<file path="config.mk">
export PLATFORM = sky130hd
export DESIGN_NAME = cpu_powerup_reset_sequence
export DESIGN_NICKNAME = d
export VERILOG_FILES = /design/src/rtl/pwrseq_pkg.sv /design/src/rtl/cpu_powerup_reset_sequence.sv /design/src/rtl/delay_timer.sv
export SDC_FILE = /design/constraint.sdc
export NUM_CORES = 1
export LEC_CHECK = 0
export ABC_AREA = 1
export BUFFER_PORTS_ARGS = -buffer_cell sky130_fd_sc_hd__buf_2
export CELL_PAD_IN_SITES_DETAIL_PLACEMENT = 0
export CELL_PAD_IN_SITES_GLOBAL_PLACEMENT = 1
export CORE_ASPECT_RATIO = 1.4
export CORE_MARGIN = 2
export CORE_UTILIZATION = 32
export CTS_BUF_LIST = sky130_fd_sc_hd__clkbuf_4 sky130_fd_sc_hd__clkbuf_8
export CTS_CLUSTER_DIAMETER = 80
export CTS_CLUSTER_SIZE = 14
export DETAILED_ROUTE_END_ITERATION = 16
export GPL_ROUTABILITY_DRIVEN = 0
export PLACE_DENSITY = 0.71
export SLEW_MARGIN = 0
export SYNTH_ARGS = -nofsm -noshare
export SYNTH_HDL_FRONTEND = slang
export SYNTH_SLANG_ARGS = --single-unit
export TNS_END_PERCENT = 1
</file>
<file path="constraint.sdc">
create_clock -name clock -period 1 [get_ports clock]
set_input_delay 0.05 -clock clock [delete_from_list [all_inputs] [get_ports clock]]
set_output_delay 0.05 -clock clock [all_outputs]
set_load 0.05 [all_outputs]
</file>
<file path="src/rtl/pwrseq_pkg.sv">
// Constants for the processor power-up and reset sequencer.
// Assumes one 250 MHz system clock and inputs synchronous to it.
// Contract
// - Before power good, internal logic runs from the ring oscillator.
// - Soft voltage id follows strapped id within 20 ns of power good.
// - On power good, start PLL and move clock grid to PLL.
// - After first power good, never switch clock source again.
// - After reset release, bus connect assertion starts an init packet.
// - Frequency id valid within 100 ns after power good.
// - Frequency id valid within 100 ns after processor reset asserts.
// - Packet exchange uses ready, connect, forward reset, all clock synchronous.
package pwrseq_pkg;
   localparam int CLK_MHZ        = 250;
   localparam int SVID_MAX_NS    = 20;
   localparam int FID_MAX_NS     = 100;
   // Longest times round down
   localparam int SVID_CYC       = SVID_MAX_NS * CLK_MHZ / 1000;
   localparam int FID_CYC        = FID_MAX_NS * CLK_MHZ / 1000;
   localparam int PLL_LOCK_NS    = 400;
   localparam int PLL_LOCK_CYC   = PLL_LOCK_NS * CLK_MHZ / 1000;
   localparam int CNT_W          = 8;
   localparam int FID_W          = 4;
   localparam int VID_W          = 5;
   localparam logic [3:0] FID_DEFAULT = 4'h0;
   typedef enum logic [2:0]
   {
      ST_RING    = 3'b000,
      ST_LOCK    = 3'b001,
      ST_RESET   = 3'b010,
      ST_IDLE    = 3'b011,
      ST_PACKET  = 3'b100
   } seq_state_t;
endpackage

</file>
<file path="src/rtl/cpu_powerup_reset_sequence.sv">
// Processor-side power-up and reset sequencer.
// Assumes the chipset keeps the power good and reset ordering it owes.
`timescale 1ns/1ns
module cpu_powerup_reset_sequence
(
   input  wire logic                           clock,
   input  wire logic                           rst,
   input  wire logic                           power_good_in,
   input  wire logic                           proc_reset_n,
   input  wire logic                           bridge_reset_n,
   input  wire logic                           bus_connect,
   input  wire logic [pwrseq_pkg::VID_W-1:0]   strapped_voltage_id,
   input  wire logic [pwrseq_pkg::FID_W-1:0]   fuse_freq_id,
   input  wire logic                           pll_locked,
   output logic                                pll_enable,
   output logic                                clock_sel_pll,
   output logic [pwrseq_pkg::VID_W-1:0]        soft_voltage_id,
   output logic                                soft_vid_valid,
   output logic [pwrseq_pkg::FID_W-1:0]        freq_id_code,
   output logic                                freq_id_valid,
   output logic                                core_reset,
   output logic                                proc_ready,
   output logic                                fwd_clock_reset,
   output logic                                sip_start,
   output logic                                connect_seen
);
   typedef struct packed
   {
      pwrseq_pkg::seq_state_t       state;
      logic                         pg_seen;
      logic                         sel_pll;
      logic [pwrseq_pkg::VID_W-1:0] svid;
      logic [pwrseq_pkg::FID_W-1:0] fid;
      logic                         fid_by_rst;
      logic                         rst_s1;
      logic                         rst_s2;
      logic                         conn_seen;
      logic                         conn_prev;
      logic                         sip_go;
      logic                         ready;
      logic                         fwd_rst;
   } seq_t;

   seq_t st_ff;
   seq_t nxt_st;
   logic svid_done;
   logic fid_done_pg;
   logic lock_done;
   logic fid_done_rst;
   logic pg_start;

   // Timers start on the sampled power good itself, not a cycle later;
   // waiting for the sticky copy would push both flags past their limits
   assign pg_start = st_ff.pg_seen || power_good_in;

   // The timers run while their start condition holds
   delay_timer #(.COUNT(pwrseq_pkg::SVID_CYC)) u_svid_tmr
   (
      .clock (clock),
      .rst   (rst),
      .start (pg_start),
      .done  (svid_done)
   );
   delay_timer #(.COUNT(pwrseq_pkg::FID_CYC)) u_fid_tmr
   (
      .clock (clock),
      .rst   (rst),
      .start (pg_start),
      .done  (fid_done_pg)
   );
   // Reset entry alone also makes the code valid, even before power good
   delay_timer #(.COUNT(pwrseq_pkg::FID_CYC)) u_fid_rst_tmr
   (
      .clock (clock),
      .rst   (rst),
      .start (!proc_reset_n),
      .done  (fid_done_rst)
   );
   delay_timer #(.COUNT(pwrseq_pkg::PLL_LOCK_CYC)) u_lock_tmr
   (
      .clock (clock),
      .rst   (rst),
      .start (st_ff.sel_pll),
      .done  (lock_done)
   );

   always_comb
   begin
      nxt_st = st_ff;
      nxt_st.sip_go = 1'b0;
      // Two stages before the core sees reset release
      nxt_st.rst_s1 = proc_reset_n;
      nxt_st.rst_s2 = st_ff.rst_s1;
      nxt_st.conn_prev = bus_connect;
      // Latched once; a later power good drop is ignored on purpose
      if (power_good_in)
         nxt_st.pg_seen = 1'b1;
      // Clock source moves once and never back
      if (st_ff.pg_seen)
         nxt_st.sel_pll = 1'b1;
      // Straps are copied only after power good
      if (st_ff.pg_seen)
         nxt_st.svid = strapped_voltage_id;
      // Frequency id loads on power good or on reset entry
      if (power_good_in || !proc_reset_n)
         nxt_st.fid = fuse_freq_id;
      // Kept until rst, since the reset timer clears on reset release
      if (fid_done_rst)
         nxt_st.fid_by_rst = 1'b1;
      case (st_ff.state)
         pwrseq_pkg::ST_RING:
         begin
            if (power_good_in)
               nxt_st.state = pwrseq_pkg::ST_LOCK;
         end
         pwrseq_pkg::ST_LOCK:
         begin
            if (pll_locked || lock_done)
               nxt_st.state = pwrseq_pkg::ST_RESET;
         end
         pwrseq_pkg::ST_RESET:
         begin
            nxt_st.ready   = 1'b0;
            nxt_st.fwd_rst = 1'b1;
            // Connect during reset is only bridge reset, not a packet
            if (!st_ff.rst_s2 && bus_connect)
               nxt_st.conn_seen = 1'b1;
            if (st_ff.rst_s2)
               nxt_st.state = pwrseq_pkg::ST_IDLE;
         end
         pwrseq_pkg::ST_IDLE:
         begin
            if (!st_ff.rst_s2)
            begin
               nxt_st.state     = pwrseq_pkg::ST_RESET;
               nxt_st.conn_seen = 1'b0;
            end
            else if (bus_connect && !st_ff.conn_prev)
            begin
               nxt_st.sip_go  = 1'b1;
               nxt_st.fwd_rst = 1'b0;
               nxt_st.ready   = 1'b1;
               nxt_st.state   = pwrseq_pkg::ST_PACKET;
            end
         end
         pwrseq_pkg::ST_PACKET:
         begin
            if (!st_ff.rst_s2)
            begin
               nxt_st.state     = pwrseq_pkg::ST_RESET;
               nxt_st.conn_seen = 1'b0;
            end
         end
         default:
            nxt_st.state = pwrseq_pkg::ST_RING;
      endcase
   end

   always_ff @(posedge clock)
   begin
      if (rst)
      begin
         st_ff        <= '0;
         st_ff.state  <= pwrseq_pkg::ST_RING;
         st_ff.fid    <= pwrseq_pkg::FID_DEFAULT;
         st_ff.fwd_rst <= 1'b1;
      end
      else
         st_ff <= nxt_st;
   end

   assign pll_enable      = st_ff.pg_seen;
   assign clock_sel_pll   = st_ff.sel_pll;
   assign soft_voltage_id = st_ff.svid;
   assign soft_vid_valid  = svid_done;
   assign freq_id_code    = st_ff.fid;
   // Valid within the limit after power good or after reset entry
   assign freq_id_valid   = fid_done_pg || fid_done_rst
                            || st_ff.fid_by_rst;
   assign core_reset      = !st_ff.rst_s2;
   assign proc_ready      = st_ff.ready;
   assign fwd_clock_reset = st_ff.fwd_rst;
   assign sip_start       = st_ff.sip_go;
   assign connect_seen    = st_ff.conn_seen;
endmodule

</file>
<file path="src/rtl/delay_timer.sv">
// Up-counting timer that raises done a fixed count after start.
// Assumes start is a level held while the timed condition lasts.
`timescale 1ns/1ns
module delay_timer
#(
   parameter int COUNT = 1
)
(
   input  wire logic clock,
   input  wire logic rst,
   input  wire logic start,
   output logic      done
);
   typedef struct packed
   {
      logic [pwrseq_pkg::CNT_W-1:0] cnt;
      logic                         done;
   } tmr_t;
   tmr_t st_ff;
   tmr_t nxt_st;
   always_comb
   begin
      nxt_st = st_ff;
      if (!start)
      begin
         nxt_st.cnt  = '0;
         nxt_st.done = 1'b0;
      end
      else if (!st_ff.done)
      begin
         nxt_st.cnt = st_ff.cnt + 1'b1;
         if (st_ff.cnt == pwrseq_pkg::CNT_W'(COUNT - 1))
            nxt_st.done = 1'b1;
      end
   end
   always_ff @(posedge clock)
   begin
      if (rst)
         st_ff <= '0;
      else
         st_ff <= nxt_st;
   end
   assign done = st_ff.done;
endmodule

</file>
==> Flow_metrics.wiki, run 1 <==
{| class="wikitable"
! Metric !! Value
|-
| CP Data Required Time || around 0.95 ns
|-
| Maximum buffer depth of the clock tree || 2
|-
| Area after detailed placement || between 3000 and 4000 sq um
|-
| Final Instance Count excl. Fillers || approximately 530
|-
| Core outline area || 7750 sq um
|-
| Overall power || between 6 and 7 mW
|-
| Instance count after placement with tap cells included || roughly 500
|-
| Number of distinct library cells after synthesis || 30
|-
| Worst VDD drop || around 0.89 mV
|-
| Count of flip-flops with a built-in enable after synthesis || 0
|-
| HPWL after detailed placement || just over 4000 microns
|-
| Floorplan die area || a little under 9000 sq um
|-
| Number of global-route vias before repair || around 2300
|-
| Setup violation total in the final timing report || 20
|-
| Min-delay src || proc_reset_n
|-
| Flop-to-flop setup slack || -0.13 ns
|-
| TritonCTS clock tree || done
|-
| Synthesized flop and latch total || 58
|-
| First DRT Iteration DRCs || between 70 and 80
|-
| CTS H-Tree Depth || 3
|-
| Final slew viol count || 0
|-
| Via count || 2376
|-
| Boundary pin count || 34
|-
| Series of cell instances along the critical path || inv_2 > buf_4 > nand3_2 > buf_6
|-
| Post-synthesis to final-layout area growth || 44.8%
|-
| Total buffers and inverters traversed by the critical path || 3
|-
| CP Max Fanout || 4
|-
| Synth area leader || sky130_fd_sc_hd__dfxtp_1
|-
| Post-route clock period utilization || 115%
|-
| Worst-margin pin slew || 0.380 ns
|-
| Grt ovf || 0
|-
| Remaining design rule violation count || 0
|-
| Antenna violations before repair || 0
|-
| Number of nets in the finished design || 444
|-
| Worst hold path type || input port to flop
|-
| Sinks on Clock Net || 58
|-
| Clock latency on the worst-skew pair || ~0.34 ns
|-
| Buffers added on ports || 32
|-
| Fin. Hold Viols || 0
|-
| Relative slew margins || 74.7%
|-
| Clock transition time at the flip-flop clock pins of the worst setup and hold paths || 0.06 ns
|-
| Antenna Nets Post-Route || 0
|-
| Worst Setup Slack, final || -0.152 ns
|-
| Worst Setup End Kind || primary output
|-
| Post-route worst hold slack || around 0.038 ns
|-
| Initial standard-cell utilization of the core || between 30% and 40%
|-
| Floorplan die width || around 79 microns
|-
| P_leak || around 1.6 nW
|-
| Total power divided by cell area || 1630 nW/um^2
|-
| Destination of the worst register-to-register timing path || u_fid_tmr.st_ff[6]
|-
| Final design area excluding fillers || around 3700 sq um
|-
| Via-per-instance ratio || around 4.5
|-
| Startpoint type of the worst setup path || flop
|-
| Max Clock Freq || between 0.8 and 0.9 GHz
|-
| Mapped cell area || approximately 2500 sq um
|-
| Fraction of final layout cells sized beyond drive strength 1 || about two fifths
|-
| Final setup TNS || -1.46 ns
|-
| Post-Syn Nets || 358
|-
| Share of synthesized registers carrying an async set or reset || 0%
|-
| Setup repair after global routing missed its margin || yes
|-
| Primary flip-flop cell chosen by synthesis mapping || sky130_fd_sc_hd__dfxtp_1
|-
| Clock Tree Root || sky130_fd_sc_hd__clkbuf_8
|-
| Average routed wire per standard cell || around 11 microns
|-
| Cells after Synth || 335
|-
| Pin count of the biggest net entering global routing || 14
|-
| Data arrival at the endpoint of the critical path || ~1.1 ns
|-
| Crit Reg-Reg Startpoint || u_fid_tmr.st_ff[1]
|-
| First-pass GRT wire length || roughly 10000 microns
|-
| Sequential area share after synthesis || between 40% and 50%
|-
| Worst Reg-to-Reg Cells || 8
|-
| Most frequently used cell type in the post-synthesis netlist || sky130_fd_sc_hd__dfxtp_1
|-
| Overall die height || about 110 microns
|-
| Share of the synthesized area in the top cell type || 45.6%
|-
| Count of inserted antenna diode cells || 0
|-
| Worst hold path endpoint || u_fid_rst_tmr.st_ff[7]
|-
| Yosys warns || 0
|-
| Outcome || finished, violations left
|-
| Setup WS pre-CTS || -0.208 ns
|-
| Violated checks || setup timing
|-
| Synthesized area divided by synthesized cell count || about 7.6 sq um
|-
| Classification of the worst setup path || flop to primary output
|-
| Minimum period implied by the final worst setup slack || roughly 1.2 ns
|-
| Max-cap violations || 0
|-
| Router iterations before antenna repair || 4
|-
| Top cells by area, synth || sky130_fd_sc_hd__dfxtp_1 46%, sky130_fd_sc_hd__nor2_1 8.4%, sky130_fd_sc_hd__nand2_1 7.1%, sky130_fd_sc_hd__inv_1 6.6%, sky130_fd_sc_hd__o21ai_0 4.3%
|-
| Total routing resource utilization after global routing || 14.4%
|-
| Leading post-synthesis cells by instance count || 58 x sky130_fd_sc_hd__dfxtp_1, 57 x sky130_fd_sc_hd__nor2_1, 48 x sky130_fd_sc_hd__nand2_1
|-
| Final routed wirelength across all metal layers || 5900 microns
|-
| Share of the core filled with cells in the final layout || 47.6%
|-
| Critical Path Slowest Stage Cell || sky130_fd_sc_hd__dfxtp_2
|-
| Std-Cell Rows || 38
|-
| Critical Path Max Stage Delay || between 0.3 and 0.4 ns
|-
| Clock buffer count from CTS || 9
|-
| Family of cells with the greatest summed delay on the critical path || buffers and inverters
|-
| Maximum clock skew at final layout || roughly 0.0087 ns
|-
| Number of cells on the worst hold path || 4
|}
## cells in the final DEF (no fill, tap or decap), types with 13 or more instances in the layout
cell,count
sky130_fd_sc_hd__a21oi_1,19
sky130_fd_sc_hd__o21ai_0,15
sky130_fd_sc_hd__buf_4,47
sky130_fd_sc_hd__dfxtp_1,37
sky130_fd_sc_hd__dfxtp_2,16
sky130_fd_sc_hd__inv_1,37
sky130_fd_sc_hd__clkbuf_8,13
sky130_fd_sc_hd__nand2_1,45
sky130_fd_sc_hd__buf_2,15
sky130_fd_sc_hd__nor2_1,50
## power breakdown
group | total (mW) | internal [mW] | switching [mW] | leakage (nW)
logic | 1.32 | 0.564 | 0.754 | 1.00
registers | 2.59 | 2.45 | 0.135 | 0.483
clock network | 2.11 | 1.19 | 0.916 | 0.106
total | 6.01 | 4.21 | 1.81 | 1.59
## how the worst max path moves through the flow
| stage | slack (ns) | end | cells past startpoint | startpoint |
|---|---|---|---|---|
| 6_report | -0.15 | freq_id_valid | 4 | u_fid_rst_tmr.done |
| 5_1_grt | -0.23 | st_ff[20] | 8 | st_ff[21] |
| 4_1_cts | -0.17 | core_reset | 3 | st_ff[5] |
| 3_5_place_dp | -0.21 | u_lock_tmr.st_ff[7] | 6 | u_lock_tmr.st_ff[2] |
| 3_3_place_gp | -0.19 | u_lock_tmr.st_ff[7] | 6 | u_lock_tmr.st_ff[2] |
| 2_1_floorplan | -0.23 | st_ff[20] | 7 | st_ff[5] |
## layout make-up
class,count,area (sq um)
clock buffer,14,186
tap,100,125
fill,768,4060
sequential,58,1200
timing repair buffer,87,684
multi-input combinational,215,1290
clock inverter,2,10.0
inverter,50,196
## worst reg2reg max path, delay by kind of cell, from the launching register on
kind	cells	cell delay [ns]
simple gates	4	0.38
flops	1	0.36
xor+xnor	1	0.15
buf+inv	3	0.19
## metal layers
layer	share of wire (%)	vias to the layer above	wire length [microns]	global-route usage [%]
met4	1.9	0	112	7.64
met3	3.1	10	184	3.69
met2	53	38	3120	25.6
li1	-	1239	-	-
met1	42	1089	2490	15.5
met5	0	-	0	0
## what timing repair did
action / 4_1_cts / 5_1_grt
endpoints found under the hold margin: 11 / 0
hold buffers: 11 / 0
buffers inserted: 3 / 0
gates resized for setup: 55 / 49
setup endpoints to repair: 43 / 46
pin swaps: 8 / 4
## cells by family after synthesis
logic type	count (synthesis)	synth area share, %
simple gates	153	27.3
buf+inv	62	11.1
flops	58	45.6
compound gates	51	11.2
fa+ha+maj	7	3.44
xor+xnor	4	1.37
## registers in the layout, indices dropped and copies added (netlist names)
name / count
nxt_st: 1
connect_seen: 1
pll_enable: 1
u_fid_tmr.done: 1
st_ff: 6
clock_sel_pll: 1
sip_start: 1
u_fid_tmr.st_ff: 8
fwd_clock_reset: 1
u_lock_tmr.st_ff: 8
proc_ready: 1
u_svid_tmr.st_ff: 8
u_fid_rst_tmr.st_ff: 8
u_lock_tmr.done: 1
u_fid_rst_tmr.done: 1
soft_voltage_id: 5
freq_id_code: 4
u_svid_tmr.done: 1
No activity file was read; power rests on OpenSTA's default activity.
==> run 2: changes to the inputs <==
Settings changed: HOLD_SLACK_MARGIN set to 0.02, MAX_ROUTING_LAYER set to met4, PLACE_DENSITY 0.71 to unset, PLACE_DENSITY_LB_ADDON set to 0.25.
==> run 2 against run 1 <==
Compared with the run above: the run still ends with setup timing left; sequential power about the same; maximum frequency down 1.7%; cell count up 1.1%; register-to-register slack got worse by 0.04 ns; clock skew down 0.0032 ns; largest power group unchanged; highest routed layer unchanged.
==> Flow_metrics.wiki, run 2 (same netlist as run 1, synthesis figures left out) <==
{| class="wikitable"
! Metric !! Value
|-
| Number of nets in the finished design || 451 (was 444)
|-
| CP Max Fanout || 3 (was 4)
|-
| Critical Path Max Stage Delay || 0.37 ns (was 0.33 ns)
|-
| Post-route worst hold slack || 0.0553 ns (was 0.0383 ns)
|-
| Instance count after placement with tap cells included || 504 (was 496)
|-
| Final Instance Count excl. Fillers || 532 (was 526)
|-
| Final routed wirelength across all metal layers || 5780 microns (was 5900 microns)
|-
| Clock buffer count from CTS || 9 (unchanged)
|-
| Flop-to-flop setup slack || -0.17 ns (was -0.13 ns)
|-
| Remaining design rule violation count || 0 (unchanged)
|-
| Initial standard-cell utilization of the core || 32.9% (unchanged)
|-
| Total routing resource utilization after global routing || 14.9% (was 14.4%)
|-
| Share of the core filled with cells in the final layout || 47.5% (was 47.6%)
|-
| Most frequent cells in the layout || 52 x sky130_fd_sc_hd__nor2_1, 48 x sky130_fd_sc_hd__buf_4, 44 x sky130_fd_sc_hd__nand2_1, 41 x sky130_fd_sc_hd__dfxtp_1, 39 x sky130_fd_sc_hd__inv_1 (was 50 x sky130_fd_sc_hd__nor2_1, 47 x sky130_fd_sc_hd__buf_4, 45 x sky130_fd_sc_hd__nand2_1, 37 x sky130_fd_sc_hd__inv_1, 37 x sky130_fd_sc_hd__dfxtp_1)
|-
| First-pass GRT wire length || 9780 microns (was 9730 microns)
|-
| Leading cell type in the layout, fill and taps excluded || sky130_fd_sc_hd__nor2_1 (unchanged)
|-
| Data arrival at the endpoint of the critical path || 1.39 ns (was 1.10 ns)
|-
| DR top layer || met4 (unchanged)
|-
| Final slew viol count || 0 (unchanged)
|-
| Maximum clock skew at final layout || 0.00546 ns (was 0.00865 ns)
|-
| Routed metal-1 wire length || 2420 microns (was 2490 microns)
|-
| Floorplan die area || 8700 sq um (unchanged)
|-
| Count of inserted antenna diode cells || 0 (unchanged)
|-
| HPWL after detailed placement || 4130 microns (was 4040 microns)
|-
| Worst-margin pin slew || 0.387 ns (was 0.380 ns)
|-
| Worst hold path type || input port to flop (unchanged)
|-
| Final setup TNS || -1.89 ns (was -1.46 ns)
|-
| Met2 wire length || 3040 microns (was 3120 microns)
|-
| Clock transition time at the flip-flop clock pins of the worst setup and hold paths || 0.06 ns (about the same)
|-
| Outcome || finished, violations left (unchanged)
|-
| Antenna violations before repair || 0 (unchanged)
|-
| Number of global-route vias before repair || 2344 (was 2313)
|-
| Antenna Nets Post-Route || 0 (unchanged)
|-
| First DRT Iteration DRCs || 72 (was 76)
|-
| Average routed wire per standard cell || 10.9 microns (was 11.2 microns)
|-
| Boundary pin count || 34 (unchanged)
|-
| Overall die height || 110 microns (unchanged)
|-
| Worst VDD drop || 0.705 mV (was 0.892 mV)
|-
| Crit Reg-Reg Startpoint || u_fid_tmr.st_ff[1] (unchanged)
|-
| Critical Path Slowest Stage Cell || sky130_fd_sc_hd__dfxtp_4 (was sky130_fd_sc_hd__dfxtp_2)
|-
| Max-cap violations || 0 (unchanged)
|-
| Clock latency on the worst-skew pair || 0.34 ns (about the same)
|-
| Destination of the worst register-to-register timing path || u_fid_tmr.st_ff[7] (was u_fid_tmr.st_ff[6])
|-
| Post-synthesis to final-layout area growth || 44.4% (was 44.8%)
|-
| Sinks on Clock Net || 58 (unchanged)
|-
| Worst Setup Slack, final || -0.172 ns (was -0.152 ns)
|-
| Buffers added on ports || 32 (unchanged)
|-
| Worst Reg-to-Reg Cells || 6 (was 8)
|-
| Via count || 2380 (was 2376)
|-
| Std-Cell Rows || 38 (unchanged)
|-
| Min-delay src || rst (was proc_reset_n)
|-
| Total power divided by cell area || 1640 nW/um^2 (was 1630 nW/um^2)
|-
| Max Clock Freq || 0.854 GHz (was 0.868 GHz)
|-
| Maximum buffer depth of the clock tree || 2 (unchanged)
|-
| Clock Tree Root || sky130_fd_sc_hd__clkbuf_8 (unchanged)
|-
| Classification of the worst setup path || flop to flop (was flop to primary output)
|-
| P_leak || 1.61 nW (was 1.59 nW)
|-
| Core outline area || 7750 sq um (unchanged)
|-
| Violated checks || setup timing (unchanged)
|-
| Series of cell instances along the critical path || ha_4 > nand3_2 > nor3_2 > nand2_1 > xor2_1 > nor2_1 (was inv_2 > buf_4 > nand3_2 > buf_6)
|-
| Fraction of final layout cells sized beyond drive strength 1 || 38.2% (was 39.9%)
|-
| Post-route clock period utilization || 117% (was 115%)
|-
| Worst hold path endpoint || st_ff[3] (was u_fid_rst_tmr.st_ff[7])
|-
| Metal3 WL || 234 microns (was 184 microns)
|-
| Grt ovf || 0 (unchanged)
|-
| Router iterations before antenna repair || 4 (unchanged)
|-
| Relative slew margins || 74.2% (was 74.7%)
|-
| Setup violation total in the final timing report || 21 (was 20)
|-
| CP Data Required Time || 1.22 ns (was 0.95 ns)
|-
| Minimum period implied by the final worst setup slack || 1.17 ns (was 1.15 ns)
|-
| CTS H-Tree Depth || 3 (unchanged)
|-
| Fin. Hold Viols || 0 (unchanged)
|-
| Setup repair after global routing missed its margin || yes (unchanged)
|-
| TritonCTS clock tree || done (unchanged)
|-
| Worst Setup End Kind || flop (was primary output)
|-
| Pin count of the biggest net entering global routing || 14 (unchanged)
|-
| Setup WS pre-CTS || -0.195 ns (was -0.208 ns)
|-
| Via-per-instance ratio || 4.47 (was 4.52)
|-
| Number of cells on the worst hold path || 2 (was 4)
|-
| Floorplan die width || 79.4 microns (unchanged)
|-
| Startpoint type of the worst setup path || flop (unchanged)
|}
-- run 2: cell types whose count changed in the layout (fill, tap and decap cells not counted), moves of 3 or more --
cell	change
sky130_fd_sc_hd__dfxtp_1	+4
sky130_fd_sc_hd__o21ai_1	+3
sky130_fd_sc_hd__clkbuf_4	+5
sky130_fd_sc_hd__ha_4	-3
sky130_fd_sc_hd__o21ai_0	-3
sky130_fd_sc_hd__dfxtp_4	-3
sky130_fd_sc_hd__clkbuf_8	-3
-- run 2: what timing repair did --
| action | in CTS | in global routing |
|---|---|---|
| gates resized for setup | 49 | 43 |
| buffers inserted | 2 | 0 |
| hold buffers | 11 | 0 |
| pin swaps | 3 | 4 |
| endpoints found under the hold margin | 12 | 0 |
| setup endpoints to repair | 34 | 53 |
-- run 2: cell type report --
class | instances | area [sq um]
tap | 100 | 125
fill | 766 | 4070
inverter | 50 | 194
clock inverter | 3 | 40.0
multi-input combinational | 215 | 1220
sequential | 58 | 1190
timing repair buffer | 94 | 759
clock buffer | 12 | 153
-- run 2: worst max path at each step --
stage | startpoint | to | slack (ns) | cells past startpoint
after floorplan | st_ff[5] | st_ff[20] | -0.23 | 7
after global placement | u_lock_tmr.st_ff[2] | u_lock_tmr.st_ff[7] | -0.19 | 6
after detailed placement | u_fid_rst_tmr.st_ff[2] | u_fid_rst_tmr.st_ff[7] | -0.20 | 7
after CTS | u_fid_tmr.st_ff[1] | u_fid_tmr.st_ff[6] | -0.17 | 8
after global routing | u_fid_tmr.st_ff[1] | u_fid_tmr.st_ff[6] | -0.26 | 8
final | u_fid_tmr.st_ff[1] | u_fid_tmr.st_ff[7] | -0.17 | 6
-- run 2: worst max-delay path: cells and delay by family, from the launching register on --
family        cells  cell delay (ns)
simple gates      4             0.42
flops             1             0.37
fa+ha+maj         1             0.14
xor+xnor          1             0.14
-- run 2: metrics by stage --
| step | power, mW | instance area [sq um] |
|---|---|---|
| 2_1_floorplan | 3.33 | 2560 |
| 4_1_cts | 6.08 | 3580 |
| 3_3_place_gp | 3.81 | 3130 |
| 3_5_place_dp | 3.81 | 3130 |
| 6_report | 6.04 | 3680 |
| 5_1_grt | 6.40 | 3680 |
-- run 2: power by group --
part | switching, mW | total [mW] | internal, mW | leakage, nW
clock network | 0.880 | 2.13 | 1.25 | 0.103
registers | 0.116 | 2.57 | 2.45 | 0.480
logic | 0.746 | 1.34 | 0.595 | 1.03
total | 1.74 | 6.04 | 4.30 | 1.61
-- run 2: layer usage --
metal	vias to the layer above	track usage (%)
met5	-	-
met4	0	6.77
met2	41	25.9
met1	1077	14.9
li1	1253	-
met3	9	5.01
